File: src/include/chg_params.svh
`ifndef CHG_PARAMS_SVH
`define CHG_PARAMS_SVH

// Slave address, 7-bit only
`define CHG_I2C_ADDR 7'h6A

// Register pointers
`define CHG_REG_FAULT 8'h01
`define CHG_REG_THERM 8'h02
`define CHG_REG_FAST 8'h03
`define CHG_UNMAPPED_DATA 8'hFF

// Fault register: flags in the high nibble, masks in the low nibble
`define CHG_FLT_MASK_HI 3
`define CHG_FLT_MASK_LO 0
`define CHG_FLT_MASK_RST 4'h0

// Thermistor control register fields
`define CHG_TH_EN_BIT 7
`define CHG_TH_INT_BIT 3
`define CHG_TH_WAKE_BIT 2
`define CHG_TH_RESET_BIT 1
`define CHG_TH_TIMER_BIT 0
`define CHG_TH_EN_RST 1'h1
`define CHG_TH_INT_RST 1'h1
`define CHG_TH_MASK_RST 1'h0

// Fast charge control register fields
`define CHG_FC_RANGE_BIT 7
`define CHG_FC_CODE_HI 6
`define CHG_FC_CODE_LO 2
`define CHG_FC_CE_BIT 1
`define CHG_FC_HZ_BIT 0
`define CHG_FC_RST 8'h14

// Current code limits and scale, currents in mA
`define CHG_CODE_EXT 5'h1F
`define CHG_CODE_MAX_HI 5'h1A
`define CHG_I_BASE_LO 9'h005
`define CHG_I_STEP_LO 9'h001
`define CHG_I_BASE_HI 9'h028
`define CHG_I_STEP_HI 9'h00A

// Cycles after reset release before the strap code is taken
`define CHG_STRAP_WAIT 2'h3

`endif

File: src/include/chg_pkg.sv
package chg_pkg;

	typedef enum logic [2:0] {
		ST_IDLE = 3'b000,
		ST_ADDR = 3'b001,
		ST_ADDR_ACK = 3'b010,
		ST_WR = 3'b011,
		ST_WR_ACK = 3'b100,
		ST_RD = 3'b101,
		ST_RD_ACK = 3'b110
	} chg_i2c_state_e;

	typedef struct packed {
		logic input_overvoltage;
		logic input_undervoltage;
		logic battery_low_lockout;
		logic battery_overcurrent;
	} chg_fault_s;

	typedef struct packed {
		chg_fault_s faults;
		logic [1:0] temperature_fault_code;
		logic thermistor_open_flag;
		logic wake_event;
		logic reset_event;
		logic timer_fault;
	} chg_status_s;

	typedef struct packed {
		logic [4:0] resistor_code;
		logic [4:0] otp_code;
		logic set_resistor_grounded;
	} chg_strap_s;

	typedef struct packed {
		logic thermistor_monitor_enable;
		logic int_content_all;
		logic charge_current_scale;
		logic [4:0] charge_current_code;
		logic charger_disable;
		logic high_impedance_select;
		logic external_current_select;
		logic [8:0] charge_current_ma;
	} chg_ctrl_s;

	typedef struct packed {
		chg_fault_s faults;
		logic wake;
		logic reset;
		logic timer;
	} chg_event_s;

endpackage : chg_pkg

File: src/rtl/chg_regs_i2c.sv
// Behaviour
// (RULE1) Input overvoltage flag stays set through reads while the condition lasts.
// (RULE2) Input undervoltage flag sets on dropping below sleep level, clears once read.
// (RULE3) Battery low lockout flag stays set through reads while the condition lasts.
// (RULE4) Battery overcurrent flag latches on the fault, cleared by reading.
// (RULE5) Fault register low nibble: four masks, reset 0, 1 suppresses that fault.
// (RULE6) Thermistor register bit 7 enables thermistor monitoring, resets to 1.
// (RULE7) Read-only two-bit temperature fault code shows the thermistor state.
// (RULE8) Read-only open-thermistor flag reads 1 when the thermistor is disconnected.
// (RULE9) Interrupt content bit, reset 1: faults plus status, else faults only.
// (RULE10) Wake mask bit set suppresses push-button wake events; resets to 0.
// (RULE11) Reset mask bit set suppresses push-button reset events; resets to 0.
// (RULE12) Timer mask bit set suppresses safety timer faults; resets to 0.
// (RULE13) Scale bit picks 5 mA + code*1 mA or 40 mA + code*10 mA.
// (RULE14) Five-bit current code sits in bits 6..2, binary weighted.
// (RULE15) Written codes above range maximum saturate to 35 mA or 300 mA.
// (RULE16) All-ones code is not clamped and selects the resistor-set current.
// (RULE17) Host programs termination bits before writing the all-ones current code.
// (RULE18) Charger disable bit: 0 charges (reset value), 1 disables.
// (RULE19) High impedance bit: 1 enters high impedance mode, resets to 0.
// (RULE20) Power-up current code comes from set resistor, or from OTP when grounded.
// (RULE21) Fault and mask register sits at pointer 0x01.
// (RULE22) Serial slave answers only to seven-bit address 6A.
// (RULE23) Reads of unmapped pointers return 0xFF.
// (RULE24) Read-clear flags clear only after the byte has fully gone out.
`timescale 1ns/10ps
`include "chg_params.svh"
module chg_regs_i2c (
	input wire logic core_clk, // 20 MHz system clock
	input wire logic resetn, // Async reset, active low
	input wire logic scl_in, // Serial clock pin
	input wire logic sda_in, // Serial data pin level
	output logic sda_out, // Serial data drive value
	output logic sda_oe, // Serial data drive enable
	input chg_pkg::chg_status_s status_in, // Analog status, asynchronous
	input chg_pkg::chg_strap_s strap_in, // Current straps, asynchronous
	output chg_pkg::chg_ctrl_s ctrl_out, // Register controls
	output chg_pkg::chg_event_s event_out // Masked events
);
	import chg_pkg::*;

	localparam int STW = $bits(chg_status_s) + $bits(chg_strap_s);

	logic [1:0] bus_s;
	logic [STW-1:0] pins_s;
	chg_status_s st;
	chg_strap_s strap;
	logic scl_s, sda_s, scl_q, sda_q;
	logic scl_rise, scl_fall, start_c, stop_c;

	chg_i2c_state_e state;
	logic [2:0] bit_cnt;
	logic [7:0] sh, ptr, rd_mux, next_byte;
	logic first, rw, ack_ph, nack, drive_low;
	logic wr_stb;
	logic [7:0] wr_addr, wr_data;
	logic rd_clr;
	logic [3:0] snap;
	logic ptr_unmapped;

	chg_fault_s flt_flag, flt_mask, cond_q, set_bits, clr_bits;
	logic uv_rise, ocp_rise;
	logic therm_en, int_all, wake_m, reset_m, timer_m;
	logic rng, ce, hz;
	logic [4:0] code, wr_code, next_code;
	logic [1:0] strap_cnt;
	logic strap_done, strap_ld;
	logic [8:0] cur_ma;
	logic ext_sel;
	chg_event_s evt;

	// Serial pins are asynchronous; two flops before any decoding
	chg_sync #(.WIDTH(2), .RST_VAL(2'h3)) u_bus_sync (
		.core_clk(core_clk),
		.resetn(resetn),
		.d_in({scl_in, sda_in}),
		.q_out(bus_s)
	);

	chg_sync #(.WIDTH(STW), .RST_VAL({STW{1'b0}})) u_pin_sync (
		.core_clk(core_clk),
		.resetn(resetn),
		.d_in({status_in, strap_in}),
		.q_out(pins_s)
	);

	assign {st, strap} = pins_s;
	assign scl_s = bus_s[1];
	assign sda_s = bus_s[0];

	always_ff @(posedge core_clk or negedge resetn) begin
		if (!resetn) begin
			scl_q <= 1'b1;
			sda_q <= 1'b1;
		end else begin
			scl_q <= scl_s;
			sda_q <= sda_s;
		end
	end

	assign scl_rise = scl_s & ~scl_q;
	assign scl_fall = ~scl_s & scl_q;
	assign start_c = scl_s & scl_q & sda_q & ~sda_s;
	assign stop_c = scl_s & scl_q & ~sda_q & sda_s;
	assign next_byte = {sh[6:0], sda_s};

	// Open drain: only ever pull low
	assign sda_out = 1'b0;
	assign sda_oe = drive_low;

	always_comb begin
		if (ptr == `CHG_REG_FAULT) begin // [RULE21]
			rd_mux = {flt_flag, flt_mask};
		end else if (ptr == `CHG_REG_THERM) begin
			rd_mux = {therm_en, st.temperature_fault_code, st.thermistor_open_flag, // [RULE7] [RULE8]
				int_all, wake_m, reset_m, timer_m};
		end else if (ptr == `CHG_REG_FAST) begin
			rd_mux = {rng, code, ce, hz}; // [RULE14]
		end else begin
			rd_mux = `CHG_UNMAPPED_DATA; // [RULE23]
		end
	end

	assign ptr_unmapped = (ptr != `CHG_REG_FAULT) && (ptr != `CHG_REG_THERM) && (ptr != `CHG_REG_FAST);

	// Serial slave; bits sampled on SCL rise, data changed on SCL fall
	always_ff @(posedge core_clk or negedge resetn) begin
		if (!resetn) begin
			state <= ST_IDLE;
			bit_cnt <= 3'h0;
			sh <= 8'h00;
			ptr <= 8'h00;
			first <= 1'b0;
			rw <= 1'b0;
			ack_ph <= 1'b0;
			nack <= 1'b0;
			drive_low <= 1'b0;
			wr_stb <= 1'b0;
			wr_addr <= 8'h00;
			wr_data <= 8'h00;
			rd_clr <= 1'b0;
			snap <= 4'h0;
		end else begin
			wr_stb <= 1'b0;
			rd_clr <= 1'b0;
			if (start_c) begin
				state <= ST_ADDR;
				bit_cnt <= 3'h0;
				first <= 1'b1;
				ack_ph <= 1'b0;
				drive_low <= 1'b0;
			end else if (stop_c) begin
				state <= ST_IDLE;
				ack_ph <= 1'b0;
				drive_low <= 1'b0;
			end else if (scl_rise) begin
				case (state)
					ST_ADDR, ST_WR: begin
						sh <= next_byte;
						bit_cnt <= bit_cnt + 3'h1;
						if (bit_cnt == 3'h7 && state == ST_ADDR) begin
							if (next_byte[7:1] == `CHG_I2C_ADDR) begin // [RULE22]
								rw <= next_byte[0];
								state <= ST_ADDR_ACK;
							end else begin
								state <= ST_IDLE;
							end
						end else if (bit_cnt == 3'h7) begin
							state <= ST_WR_ACK;
							if (first) begin
								ptr <= next_byte;
								first <= 1'b0;
							end else begin
								wr_stb <= 1'b1;
								wr_addr <= ptr;
								wr_data <= next_byte;
								ptr <= ptr + 8'h01;
							end
						end
					end
					ST_RD: begin
						bit_cnt <= bit_cnt + 3'h1;
						if (bit_cnt == 3'h7) begin
							state <= ST_RD_ACK;
						end
					end
					ST_RD_ACK: begin
						// Ninth clock: byte fully out, safe to clear what it showed
						if (ack_ph) begin
							nack <= sda_s;
							rd_clr <= (ptr == `CHG_REG_FAULT); // [RULE24]
							ptr <= ptr + 8'h01;
						end
					end
					default: begin
					end
				endcase
			end else if (scl_fall) begin
				case (state)
					ST_ADDR_ACK, ST_WR_ACK: begin
						if (!ack_ph) begin
							drive_low <= 1'b1;
							ack_ph <= 1'b1;
						end else if (state == ST_ADDR_ACK && rw) begin
							ack_ph <= 1'b0;
							sh <= rd_mux;
							snap <= rd_mux[7:4];
							drive_low <= ~rd_mux[7];
							bit_cnt <= 3'h0;
							state <= ST_RD;
						end else begin
							ack_ph <= 1'b0;
							drive_low <= 1'b0;
							bit_cnt <= 3'h0;
							state <= ST_WR;
						end
					end
					ST_RD: begin
						sh <= {sh[6:0], 1'b0};
						drive_low <= ~sh[6];
					end
					ST_RD_ACK: begin
						if (!ack_ph) begin
							drive_low <= 1'b0;
							ack_ph <= 1'b1;
						end else if (nack) begin
							ack_ph <= 1'b0;
							state <= ST_IDLE;
						end else begin
							ack_ph <= 1'b0;
							sh <= rd_mux;
							snap <= rd_mux[7:4];
							drive_low <= ~rd_mux[7];
							bit_cnt <= 3'h0;
							state <= ST_RD;
						end
					end
					default: begin
					end
				endcase
			end
		end
	end

	// Fault flags; a set in the clearing cycle wins
	assign uv_rise = st.faults.input_undervoltage & ~cond_q.input_undervoltage;
	assign ocp_rise = st.faults.battery_overcurrent & ~cond_q.battery_overcurrent;
	assign set_bits = {st.faults.input_overvoltage, uv_rise, st.faults.battery_low_lockout, ocp_rise};
	// Only bits that were actually shown are cleared
	assign clr_bits = rd_clr ? snap : 4'h0; // [RULE24]

	always_ff @(posedge core_clk or negedge resetn) begin
		if (!resetn) begin
			cond_q <= 4'h0;
			flt_flag <= 4'h0;
		end else begin
			cond_q <= st.faults;
			flt_flag <= set_bits | (flt_flag & ~clr_bits); // [RULE1] [RULE2] [RULE3] [RULE4]
		end
	end

	always_ff @(posedge core_clk or negedge resetn) begin
		if (!resetn) begin
			flt_mask <= `CHG_FLT_MASK_RST;
		end else if (wr_stb && wr_addr == `CHG_REG_FAULT) begin
			flt_mask <= wr_data[`CHG_FLT_MASK_HI:`CHG_FLT_MASK_LO]; // [RULE5]
		end
	end

	always_ff @(posedge core_clk or negedge resetn) begin
		if (!resetn) begin
			therm_en <= `CHG_TH_EN_RST;
			int_all <= `CHG_TH_INT_RST;
			wake_m <= `CHG_TH_MASK_RST;
			reset_m <= `CHG_TH_MASK_RST;
			timer_m <= `CHG_TH_MASK_RST;
		end else if (wr_stb && wr_addr == `CHG_REG_THERM) begin
			therm_en <= wr_data[`CHG_TH_EN_BIT]; // [RULE6]
			int_all <= wr_data[`CHG_TH_INT_BIT]; // [RULE9]
			wake_m <= wr_data[`CHG_TH_WAKE_BIT];
			reset_m <= wr_data[`CHG_TH_RESET_BIT];
			timer_m <= wr_data[`CHG_TH_TIMER_BIT];
		end
	end

	// Strap taken once the pin synchroniser has settled after release
	always_ff @(posedge core_clk or negedge resetn) begin
		if (!resetn) begin
			strap_cnt <= 2'h0;
			strap_done <= 1'b0;
		end else if (strap_cnt != `CHG_STRAP_WAIT) begin
			strap_cnt <= strap_cnt + 2'h1;
		end else begin
			strap_done <= 1'b1;
		end
	end

	assign strap_ld = (strap_cnt == `CHG_STRAP_WAIT) && !strap_done;

	// Low-range ceiling equals code 30, so only the high range can overflow
	assign wr_code = wr_data[`CHG_FC_CODE_HI:`CHG_FC_CODE_LO];
	always_comb begin
		if (wr_data[`CHG_FC_RANGE_BIT] && wr_code != `CHG_CODE_EXT && wr_code > `CHG_CODE_MAX_HI) begin
			next_code = `CHG_CODE_MAX_HI; // [RULE15]
		end else begin
			next_code = wr_code; // [RULE16]
		end
	end

	always_ff @(posedge core_clk or negedge resetn) begin
		if (!resetn) begin
			rng <= 1'(`CHG_FC_RST >> `CHG_FC_RANGE_BIT);
			code <= 5'(`CHG_FC_RST >> `CHG_FC_CODE_LO);
			ce <= 1'(`CHG_FC_RST >> `CHG_FC_CE_BIT);
			hz <= 1'(`CHG_FC_RST >> `CHG_FC_HZ_BIT);
		end else if (strap_ld) begin
			code <= strap.set_resistor_grounded ? strap.otp_code : strap.resistor_code; // [RULE20]
		end else if (wr_stb && wr_addr == `CHG_REG_FAST) begin
			rng <= wr_data[`CHG_FC_RANGE_BIT];
			code <= next_code;
			ce <= wr_data[`CHG_FC_CE_BIT]; // [RULE18]
			hz <= wr_data[`CHG_FC_HZ_BIT]; // [RULE19]
		end
	end

	// Registered outputs: current in mA and masked events
	always_ff @(posedge core_clk or negedge resetn) begin
		if (!resetn) begin
			cur_ma <= 9'h000;
			ext_sel <= 1'b0;
		end else begin
			cur_ma <= rng ? `CHG_I_BASE_HI + {4'h0, code} * `CHG_I_STEP_HI
				: `CHG_I_BASE_LO + {4'h0, code} * `CHG_I_STEP_LO; // [RULE13]
			ext_sel <= (code == `CHG_CODE_EXT); // [RULE16]
		end
	end

	always_ff @(posedge core_clk or negedge resetn) begin
		if (!resetn) begin
			evt <= '0;
		end else begin
			evt.faults <= flt_flag & ~flt_mask; // [RULE5]
			evt.wake <= st.wake_event & ~wake_m; // [RULE10]
			evt.reset <= st.reset_event & ~reset_m; // [RULE11]
			evt.timer <= st.timer_fault & ~timer_m; // [RULE12]
		end
	end

	assign event_out = evt;
	assign ctrl_out.thermistor_monitor_enable = therm_en;
	assign ctrl_out.int_content_all = int_all;
	assign ctrl_out.charge_current_scale = rng;
	assign ctrl_out.charge_current_code = code;
	assign ctrl_out.charger_disable = ce;
	assign ctrl_out.high_impedance_select = hz;
	assign ctrl_out.external_current_select = ext_sel;
	assign ctrl_out.charge_current_ma = cur_ma;

	property p_ov_hold;
		@(posedge core_clk) disable iff (!resetn)
		st.faults.input_overvoltage && rd_clr |=> flt_flag.input_overvoltage;
	endproperty
	a_ov_hold: assert property (p_ov_hold) else $error("overvoltage flag lost on read"); // [RULE1]

	property p_uv_clear;
		@(posedge core_clk) disable iff (!resetn)
		rd_clr && clr_bits.input_undervoltage && !uv_rise |=> !flt_flag.input_undervoltage
			##1 (!flt_flag.input_undervoltage || $past(uv_rise));
	endproperty
	a_uv_clear: assert property (p_uv_clear) else $error("undervoltage flag not cleared by read"); // [RULE2]

	property p_uvlo_hold;
		@(posedge core_clk) disable iff (!resetn)
		st.faults.battery_low_lockout |=> flt_flag.battery_low_lockout;
	endproperty
	a_uvlo_hold: assert property (p_uvlo_hold) else $error("lockout flag dropped"); // [RULE3]

	property p_ocp_cycle;
		@(posedge core_clk) disable iff (!resetn)
		ocp_rise |=> flt_flag.battery_overcurrent ##1 (evt.faults.battery_overcurrent == !$past(flt_mask.battery_overcurrent));
	endproperty
	a_ocp_cycle: assert property (p_ocp_cycle) else $error("overcurrent not latched or masked wrongly"); // [RULE4]

	property p_mask_write;
		@(posedge core_clk) disable iff (!resetn)
		wr_stb && wr_addr == `CHG_REG_FAULT |=> flt_mask == $past(wr_data[3:0]);
	endproperty
	a_mask_write: assert property (p_mask_write) else $error("fault mask write not taken"); // [RULE5]

	property p_keep_unshown;
		@(posedge core_clk) disable iff (!resetn)
		rd_clr && !clr_bits.battery_overcurrent && flt_flag.battery_overcurrent |=> flt_flag.battery_overcurrent;
	endproperty
	a_keep_unshown: assert property (p_keep_unshown) else $error("unread overcurrent event lost"); // [RULE24]

	property p_clamp_hi;
		@(posedge core_clk) disable iff (!resetn)
		wr_stb && wr_addr == `CHG_REG_FAST && !strap_ld && wr_data[7] && wr_code > `CHG_CODE_MAX_HI
			&& wr_code != `CHG_CODE_EXT |=> code == `CHG_CODE_MAX_HI ##1 cur_ma == 9'h12C;
	endproperty
	a_clamp_hi: assert property (p_clamp_hi) else $error("high range code not saturated"); // [RULE15]

	property p_ext_sel;
		@(posedge core_clk) disable iff (!resetn)
		code == `CHG_CODE_EXT |=> ext_sel;
	endproperty
	a_ext_sel: assert property (p_ext_sel) else $error("all-ones code did not select external"); // [RULE16]

	property p_unmapped;
		@(posedge core_clk) disable iff (!resetn)
		$rose(state == ST_RD) && $past(ptr_unmapped) |-> sh == `CHG_UNMAPPED_DATA;
	endproperty
	a_unmapped: assert property (p_unmapped) else $error("unmapped read not 0xFF"); // [RULE23]

	property p_addr_miss;
		@(posedge core_clk) disable iff (!resetn)
		scl_rise && state == ST_ADDR && bit_cnt == 3'h7 && next_byte[7:1] != `CHG_I2C_ADDR
			|=> state == ST_IDLE && !sda_oe;
	endproperty
	a_addr_miss: assert property (p_addr_miss) else $error("foreign address acknowledged"); // [RULE22]

endmodule : chg_regs_i2c

File: src/rtl/chg_sync.sv
`timescale 1ns/10ps
module chg_sync #(
	parameter int WIDTH = 1,
	parameter logic [WIDTH-1:0] RST_VAL = '0
) (
	input wire logic core_clk, // System clock
	input wire logic resetn, // Async reset, active low
	input wire logic [WIDTH-1:0] d_in, // Asynchronous inputs
	output logic [WIDTH-1:0] q_out // Synchronised outputs
);
	logic [WIDTH-1:0] meta;

	always_ff @(posedge core_clk or negedge resetn) begin
		if (!resetn) begin
			meta <= RST_VAL;
			q_out <= RST_VAL;
		end else begin
			meta <= d_in;
			q_out <= meta;
		end
	end
endmodule : chg_sync

File: config.mk
export PLATFORM = sky130hd
export DESIGN_NAME = chg_regs_i2c
export DESIGN_NICKNAME = d
export VERILOG_FILES = /design/src/include/chg_pkg.sv /design/src/rtl/chg_regs_i2c.sv /design/src/rtl/chg_sync.sv
export VERILOG_INCLUDE_DIRS = /design/src /design/src/include
export SDC_FILE = /design/constraint.sdc
export NUM_CORES = 1
export LEC_CHECK = 0
export ABC_AREA = 1
export BUFFER_PORTS_ARGS = -buffer_cell sky130_fd_sc_hd__clkbuf_2
export CAP_MARGIN = 0
export CELL_PAD_IN_SITES_DETAIL_PLACEMENT = 0
export CELL_PAD_IN_SITES_GLOBAL_PLACEMENT = 1
export CORE_UTILIZATION = 40
export DETAILED_ROUTE_END_ITERATION = 6
export GPL_ROUTABILITY_DRIVEN = 0
export GPL_TIMING_DRIVEN = 1
export PLACE_DENSITY_LB_ADDON = 0.1
export SETUP_SLACK_MARGIN = 0.5
export SKIP_LAST_GASP = 1
export SLEW_MARGIN = 10
export SYNTH_ARGS = -nofsm -noshare
export SYNTH_HDL_FRONTEND = slang
export SYNTH_HIERARCHICAL = 1
export SYNTH_SLANG_ARGS = --single-unit
File: constraint.sdc
create_clock -name core_clk -period 2.8 [get_ports core_clk]
set_clock_uncertainty 0.05 [all_clocks]
set_input_delay 0.56 -clock core_clk [delete_from_list [all_inputs] [get_ports core_clk]]
set_output_delay 0.56 -clock core_clk [all_outputs]
set_load 0.03 [all_outputs]
Word-level counts from Yosys, hierarchy flattened
Index checks and enable logic that the tools add are counted.
{"block": "totals", "regBits": 139, "latchBits": 0, "ram_bits": 0, "romBits": 0, "inputBits": 25, "output_inout_bits": 29, "wordCells": 256, "memories": 0}
{"block": "op_classes", "n_addsub": 5, "multipliers": 1, "div_mod_pow": 0, "order_cmp": 1, "eq_ne": 42, "shift": 0, "mux": 83, "bitwise": 34, "n_reduce_logical": 40}
{"operator": "two-way mux 3 bit", "n": 19}
{"operator": "two-way mux 8 bit", "n": 7}
{"operator": "two-way mux 7 bit", "n": 7}
{"operator": "== test 8 x 2 -> 1 bit (second input constant)", "n": 4}
{"operator": "two-way mux 1 bit", "n": 32}
{"operator": "AND reduction 7 bit", "n": 4}
{"operator": "inequality test 5 bit (second input constant)", "n": 5}
{"operator": "case mux 7 bit (3 select lines)", "n": 1}
{"operator": "two-way mux 4 bit", "n": 5}
{"operator": "two-way mux 5 bit", "n": 4}
{"operator": "inequality test 2 bit (second input constant)", "n": 9}
{"operator": "case mux 3 bit (2 select lines)", "n": 3}
{"operator": "AND reduction 9 bit", "n": 2}
{"operator": "inverter 1 bit", "n": 17}
{"operator": "== test 8 x 1 -> 1 bit (second input constant)", "n": 2}
{"operator": "case mux 8 bit (2 select lines)", "n": 1}
{"operator": "nonzero test 2 bit", "n": 7}
{"operator": "AND 1 bit", "n": 12}
{"operator": "== test 3 bit (second input constant)", "n": 4}
{"operator": "inequality test 3 bit (second input constant)", "n": 4}
{"operator": "inequality test 4 bit (second input constant)", "n": 3}
{"operator": "nonzero test 4 bit", "n": 3}
{"operator": "AND reduction 5 bit", "n": 2}
{"operator": "nonzero test 5 bit", "n": 2}
{"operator": "other kinds (33)", "n": 47}

Depth between registers and ports, before layout
Gate-level depths: netlist (run 1).
{"block": "depth", "word_depth": 12, "mapped_depth": 12, "ltp_nobuf": 12}

Hierarchy
Netlist (run 1), hierarchy kept.
{"module": "chg_regs_i2c", "instances": 1, "cells_per_inst": 594, "area_per_inst_um2": 4872.2, "seq_area_each_um2": 2334.7}
{"module": "chg_sync at u_pin_sync", "instances": 1, "cells_per_inst": 42, "area_per_inst_um2": 1051.0, "seq_area_each_um2": 1051.0}
{"module": "chg_sync at u_bus_sync", "instances": 1, "cells_per_inst": 4, "area_per_inst_um2": 105.1, "seq_area_each_um2": 105.1}

Worst setup path before layout (run 1)
Ideal clock, no wire load.
{"block": "synth_path", "kind": "reg2reg", "from": "register code[1]", "to": "register cur_ma[7]", "setup_time_ps": 77, "arrival_ps": 1984, "required_ps": 2673, "path_slack_ps": 688, "path_stages_with_launch": 11, "path_buffers": 0, "synth_period_minus_slack_ps": 2112, "path_cell_list": "dfrtp_1 > ha_1 > ha_1 > fa_1 > nand2_1 > inv_1 > nor2_1 > inv_1 > nor2_1 > o21ai_0 > a21oi_1"}
{"block": "synth_between", "elab_chain_len": 3}
{"element": "start: declaration", "line_no": "chg_regs_i2c.sv:65", "text": "logic [4:0] code, wr_code, next_code;"}
{"element": "start signal: assignment", "line_no": "chg_regs_i2c.sv:313", "text": "code <= 5'(`CHG_FC_RST >> `CHG_FC_CODE_LO);"}
{"element": "start signal: assignment", "line_no": "chg_regs_i2c.sv:317", "text": "code <= strap.set_resistor_grounded ? strap.otp_code : strap.resistor_code;"}
{"element": "start signal: assignment", "line_no": "chg_regs_i2c.sv:320", "text": "code <= next_code;"}
{"element": "multiplier 5 x 3 -> 8 bit (no source line)"}
{"element": "adder 6 x 9 -> 9 bit (no source line)"}
{"element": "two-way mux 9 bit (no source line)"}
{"element": "end signal: assignment", "line_no": "chg_regs_i2c.sv:332", "text": "cur_ma <= rng ? `CHG_I_BASE_HI + {4'h0, code} * `CHG_I_STEP_HI"}
{"element": "end: declaration", "line_no": "chg_regs_i2c.sv:68", "text": "logic [8:0] cur_ma;"}
No other way between the ends.
A chain may end at the register's enable or synchronous reset.

Final worst setup path (run 1)
{"block": "layout_path", "from": "register u_bus_sync.q_out[1]", "to": "register state[2]"}
{"block": "layout_between", "elab_chain_len": 5, "elab_cells_between_ends": 19, "cone_classes": "eq/ne: 5; mux: 3; bitwise: 8; reduce/logical: 3"}
{"element": "start: declaration", "line_no": "chg_sync.sv:9", "text": "output logic [WIDTH-1:0] q_out"}
{"element": "start signal: assignment", "line_no": "chg_sync.sv:19", "text": "q_out <= meta;"}
{"element": "AND 1 bit", "line_no": "chg_regs_i2c.sv:103, chg_regs_i2c.sv:104"}
{"element": "AND 1 bit (on tied branches) (2 in a row)", "line_no": "chg_regs_i2c.sv:103, chg_regs_i2c.sv:104"}
{"element": "inequality test 6 bit (no source line) (tied with other cells)"}
{"element": "AND reduction 7 bit (no source line) / two-way mux 3 bit (equally long branches)"}
{"element": "end signal: assignment", "line_no": "chg_regs_i2c.sv:129", "text": "state <= ST_IDLE;"}
{"element": "end signal: assignment", "line_no": "chg_regs_i2c.sv:147", "text": "state <= ST_ADDR;"}
{"element": "end signal: assignment", "line_no": "chg_regs_i2c.sv:153", "text": "state <= ST_IDLE;"}
{"element": "end: declaration", "line_no": "chg_regs_i2c.sv:51", "text": "chg_i2c_state_e state;"}
Parallel ways exist; a longest one is shown, timed or not.

==> impl_metrics.ini, run 1 <==
[global_routing]
grtUsageTotal_pct = 18.86
grt_pass1_vias = 4349
grt_max_degree = 54
grt.met3_usage_pct = 3.651
use_met1_pct = 26.47
use_met2_pct = 29.05
top_usage_layer = met2
grt.overflow.total = 0
antenna_found_initial = 0
grt_pass1_wl_um = 22630

[route]
drcViolationCount = 11
dr.pass1.iters = 7
drt_iter0_drc = 376
vias = 4454
ant_nets = 0
wirelength_um = 13550
avgRoutedWirePerCell_um = 15.04
viasPerCell = 4.943

[cells_and_area]
fill_cells = 1408
seqCellArea_mm2 = 0.003495
syn_to_final_growth_pct = 18.45
drive_gt1_share_pct = 19.25
layout_common_cells = nand2_1 (147), dfrtp_1 (126), inv_1 (66)
fin_area_mm2 = 0.007141
multi_input_area_mm2 = 0.002166
diodes = 0
final_common_cell = nand2_1
nets = 748

[critical_path]
cp.arrival_ps = 2340
cp.required_ps = 3030
end_kind = flop
endpoint = state[2]
slowest_delay_ps = 560
cp-start-kind = flop
cp_top_family = compound AO/OA/AOI/OAI gates
crit_type = flop to flop
crit_top_cell = o21ai_0
r2r_start = u_bus_sync/q_out[1]
crit_start = u_bus_sync/q_out[1]
cp_cell_sequence = ha_1 > clkinv_1 > nand2_1 > o21ai_0 > a21oi_1 > o21ai_0
crit_slowest_cell = dfstp_2
reg2reg_depth = 6
cp_max_fo = 9
r2r_slack_ps = 690
r2r-end = state[2]
crit_buf_inv = 1
crit_cells = 6

[place]
pre_cts_ws_ps = 570.5
placed_area_mm2 = 0.006462
dp_hpwl_um = 9911
portBuffers = 52

[clocking]
htreeDepth = 4
clk_pin_slew_ps = 60
clock_latency_ps = 420
tritoncts = yes
cts_sinks = 139
holdBufCountCts = 0
clock-root-buffer = clkbuf_16
cts_buffer_depth = 2
cts-buffers-inserted = 17

[timing]
tightest_slew_ps = 518.2
rsz0062_at_grt = no
finalHoldViolCount = 0
relSlewSlack_pct = 65.45
timing.fmax_ghz = 0.4748
final.min_clock_period_ps = 2106
whs_ps = 44.40
drv_slew = 0
setup_tns_ps = 0
post-route-period-util_pct = 75.22
worst_slack_ps = 693.8
setup_viol = 0

[yosys]
async_flop_share_pct = 100.0
ys_ff_latch = 139
syn-instance-count = 640
synth-edff-count = 0
synth_top_area_share_pct = 53.55
synthFlopType = dfrtp_1
yosysUniqueCellTypes = 40
yosysSeqAreaShare_pct = 57.91
syn-cell-area_mm2 = 0.006028
syn-num-nets = 683
yosysWarnings = 6
synth_area_leaders = dfrtp_1 (54%), nand2_1 (9.2%), o21ai_0 (5.4%)
yosysTopAreaCell = dfrtp_1
avgSynthCellArea_um2 = 9.419

[power_and_ir_drop]
pwr_density_cell_mw_per_mm2 = 848.5
ir_drop_uv = 456.3
p_leak_uw = 0.003470

[floorplan]
die_x_um = 124.8
dieArea_mm2 = 0.01557
core_area_mm2 = 0.01464
initial_core_util_pct = 41.17
io_pins = 54
num_rows = 44
die_h_um = 124.8

[run_status]
violations = DRC
status = complete, but fails checks

[min_path]
hold_path_class = input port to asynchronous set/reset pin

[job]
maxCapViolCount = 0
[per-stage QoR]
step / power [µW] / std cells / utilization [%]
floorplan: 3318 / 640 / -
global placement: 3717 / 866 / 44.13
detailed placement: 3727 / 866 / 44.13
CTS: 6105 / 897 / 48.39
global route: 6398 / 901 / 48.76
finish: 6058 / 901 / 48.76
[kinds of logic after synthesis]
| kind of cell | share of synthesized area [%] |
|---|---|
| adder cells (fa/ha/maj) | 3.860 |
| AO/OA/AOI/OAI | 11.56 |
| flip-flops | 57.91 |
| other | 0.06221 |
| XOR/XNOR | 1.017 |
| buffers and inverters | 6.289 |
| AND/OR/NAND/NOR | 19.30 |
[sequential cells by signal, summed over array words and instances (netlist names), 5 cells and up]
register,count
u_pin_sync/meta,21
u_pin_sync/q_out,21
cur_ma,9
ptr,8
wr_addr,8
wr_data,8
event_out,7
sh,7
code,5
[cell usage after synthesis (all sizes together) (3+ instances only)]
cell and count:
inv 72, dfstp 10, buf 13, a21oi 17
nand3b 4, nand3 39, nand4 3, o211ai 8
ha 17, nand2 149, or2 5, nor2 63
xor2 5, dfrtp 129, a31oi 4, o21ai 78
o22ai 3, nor3 8
[report_power, final]
| part | internal, µW | total [µW] | switching, µW |
|---|---|---|---|
| clock network | 1480 | 2360 | 875 |
| registers | 2250 | 2490 | 241 |
| logic | 389 | 1210 | 819 |
[cell type report]
cell class | count | share of cell area (%)
Clock buffer | 20 | 6.536
Clock inverter | 11 | 2.208
Inverter | 73 | 3.837
Multi-Input combinational cell | 414 | 30.33
Sequential cell | 139 | 48.94
Tap cell | 184 | 3.224
Timing Repair Buffer | 60 | 4.924
[repair_timing]
item / in CTS / in global routing
setup endpoints to repair: 0 / 23
buffers inserted: 0 / 4
endpoints found under the hold margin: 0 / 0
gates resized for setup: 0 / 5
[layer usage]
layer / part of all wire, % / vias up / wire (µm)
met5: 0 / - / 0
met4: 1.1 / 0 / 155
met3: 3.8 / 13 / 513
met2: 46 / 89 / 6278
met1: 49 / 2147 / 6601
li1: - / 2205 / -
[worst min-delay path by stage]
stage / startpoint / end / slack (ps) / cells past startpoint
6_report: resetn / cur_ma[7] / 40 / 1
3_5_place_dp: u_pin_sync/meta[1] / u_pin_sync/q_out[1] / 290 / 0
4_1_cts: resetn / cur_ma[7] / 60 / 1
5_1_grt: resetn / cur_ma[7] / 80 / 1
2_1_floorplan: resetn / ack_ph / 210 / 0
3_3_place_gp: u_pin_sync/meta[11] / u_pin_sync/q_out[11] / 280 / 0
Power figures use the tool's default switching activity.
==> run 2: changes to the inputs <==
- clock period: 2.8 -> 2.2 ns (I/O delays scaled with it)
==> run 2 against run 1 <==
Effect of this change: the run still ends with DRC left; power rose by 36%; non-clock buffer count grew 56; cell count increased by 6.3%; sequential share of layout area is 6.5 points lower; combinational power increased by 87%; register-to-register slack got worse by 420 ps; highest routed layer unchanged; die area did not move; cell area is 16% higher.
==> impl_metrics.ini, run 2 (synthesis results as in run 1) <==
[floorplan]
initial_core_util_pct = 41.17
num_rows = 44
core_area_mm2 = 0.01464
die_h_um = 124.8
dieArea_mm2 = 0.01557
io_pins = 54
die_x_um = 124.8

[cells_and_area]
syn_to_final_growth_pct = 36.82
reg_top3 = u_pin_sync/meta: 21 flops, u_pin_sync/q_out: 21 flops, cur_ma: 9 flops
final_common_cell = dfrtp_1
final_util_pct = 56.32
drive_gt1_share_pct = 37.60
nets = 804
layout_common_cells = dfrtp_1 (122), nand2_1 (109), inv_1 (52), nor2_1 (52), clkbuf_2 (45)
diodes = 0

[global_routing]
grt_pass1_vias = 4727
grtUsageTotal_pct = 20.21
grt_pass1_wl_um = 24280
grt.overflow.total = 0
antenna_found_initial = 0
grt_max_degree = 45

[route]
ant_nets = 0
wirelength_um = 14560
vias = 4757
viasPerCell = 4.966
dr.pass1.iters = 6
drt_iter0_drc = 332
avgRoutedWirePerCell_um = 15.20
drcViolationCount = 15

[timing]
final.min_clock_period_ps = 1923
setup_tns_ps = 0
drv_slew = 0
finalHoldViolCount = 0
timing.fmax_ghz = 0.5199
post-route-period-util_pct = 87.43
rsz0062_at_grt = yes
setup_viol = 0

[clocking]
clk_pin_slew_ps = 60
cts_sinks = 139
tritoncts = yes
htreeDepth = 4
clock_latency_ps = 420
cts_buffer_depth = 2
clock-root-buffer = clkbuf_16
cts-buffers-inserted = 17

[critical_path]
cp.required_ps = 2500
cp_max_fo = 4
end_kind = flop
cp.arrival_ps = 2220
r2r_slack_ps = 280
reg2reg_depth = 6
crit_type = flop to flop
crit_start = code[2]
cp-start-kind = flop
endpoint = cur_ma[7]
r2r-end = cur_ma[7]
r2r_start = code[2]

[job]
maxCapViolCount = 0

[place]
dp_hpwl_um = 9631
portBuffers = 52

[run_status]
violations = DRC
status = complete, but fails checks

[power_and_ir_drop]
p_leak_uw = 0.003848
pwr_density_cell_mw_per_mm2 = 1002
ir_drop_uv = 562.7

[min_path]
hold_path_class = input port to flop
## run 2: changes by cell type in the layout (fill, tap and decap cells not counted), sizes merged
| cell | previous run | this run |
|---|---|---|
| clkinvlp | 2 | 3 |
| bufinv | 3 | 1 |
| buf | 9 | 67 |
| clkbuf | 71 | 65 |
| inv | 76 | 81 |
| clkinv | 3 | 2 |
| bufbuf | 0 | 1 |
| dlygate4sd3 | 0 | 1 |
## run 2: metal layers
metal,wire length (µm),part of all wire (%),track usage [%]
met1,6992,48,28.01
met2,6864,47,31.23
met3,525,3.6,4.854
met4,178,1.2,6.318
met5,0,0,0
## run 2: area by class of cell
class | count | area (µm²)
well taps | 184 | 230.2
repair buffers | 116 | 959.7
multi-input cells | 414 | 2663
inverters | 73 | 306.5
flip-flops and latches | 139 | 3500
clock buffers | 18 | 439.2
clock inverters | 14 | 150.1
fillers | 1295 | 6396
## run 2: where the power goes
part           total [µW]  switching, µW  internal [µW]  leakage [µW]
Combinational        2260           1350            914       0.00190
Sequential           3170            295           2870       0.00166
Clock                2840           1200           1630      0.000282
## run 2: critical path, cell delays in order, from the launching register on
cell and delay (ps):
dfstp_2 610, ha_4 230, fa_2 600, nor2_4 50
nor2_2 120, o21ai_1 70, a21oi_1 120
## run 2: how the worst min path moves through the flow
stage,endpoint,slack (ps),depth (start not counted),startpoint
finish,u_bus_sync/meta[1],50,1,scl_in
global route,u_bus_sync/meta[1],30,1,scl_in
CTS,u_bus_sync/meta[1],40,1,scl_in
detailed placement,u_pin_sync/q_out[20],280,0,u_pin_sync/meta[20]
global placement,u_pin_sync/q_out[11],280,0,u_pin_sync/meta[11]
floorplan,ack_ph,90,0,resetn
## run 2: what timing repair did
item | in CTS | in global routing
hold endpoints to repair | 35 | 0
setup endpoints to repair | 54 | 69
hold buffers | 1 | 0
pin swaps | 33 | 30
cloned | 4 | 0
resized for setup | 93 | 96
setup buffers | 35 | 8
## run 2: through the flow
stage | power, µW | hold WS (ps) | instances | cell area (µm²) | setup slack [ps]
after floorplan | 4263 | 94.41 | 640 | 6120 | 255.9
after global placement | 4886 | 283.7 | 878 | 6681 | 240.1
after detailed placement | 4897 | 284.7 | 878 | 6681 | 207.1
after CTS | 8134 | 38.40 | 950 | 7921 | 299.1
after global routing | 8733 | 28.08 | 958 | 8248 | 176.6
final | 8262 | 53.21 | 958 | 8248 | 276.6
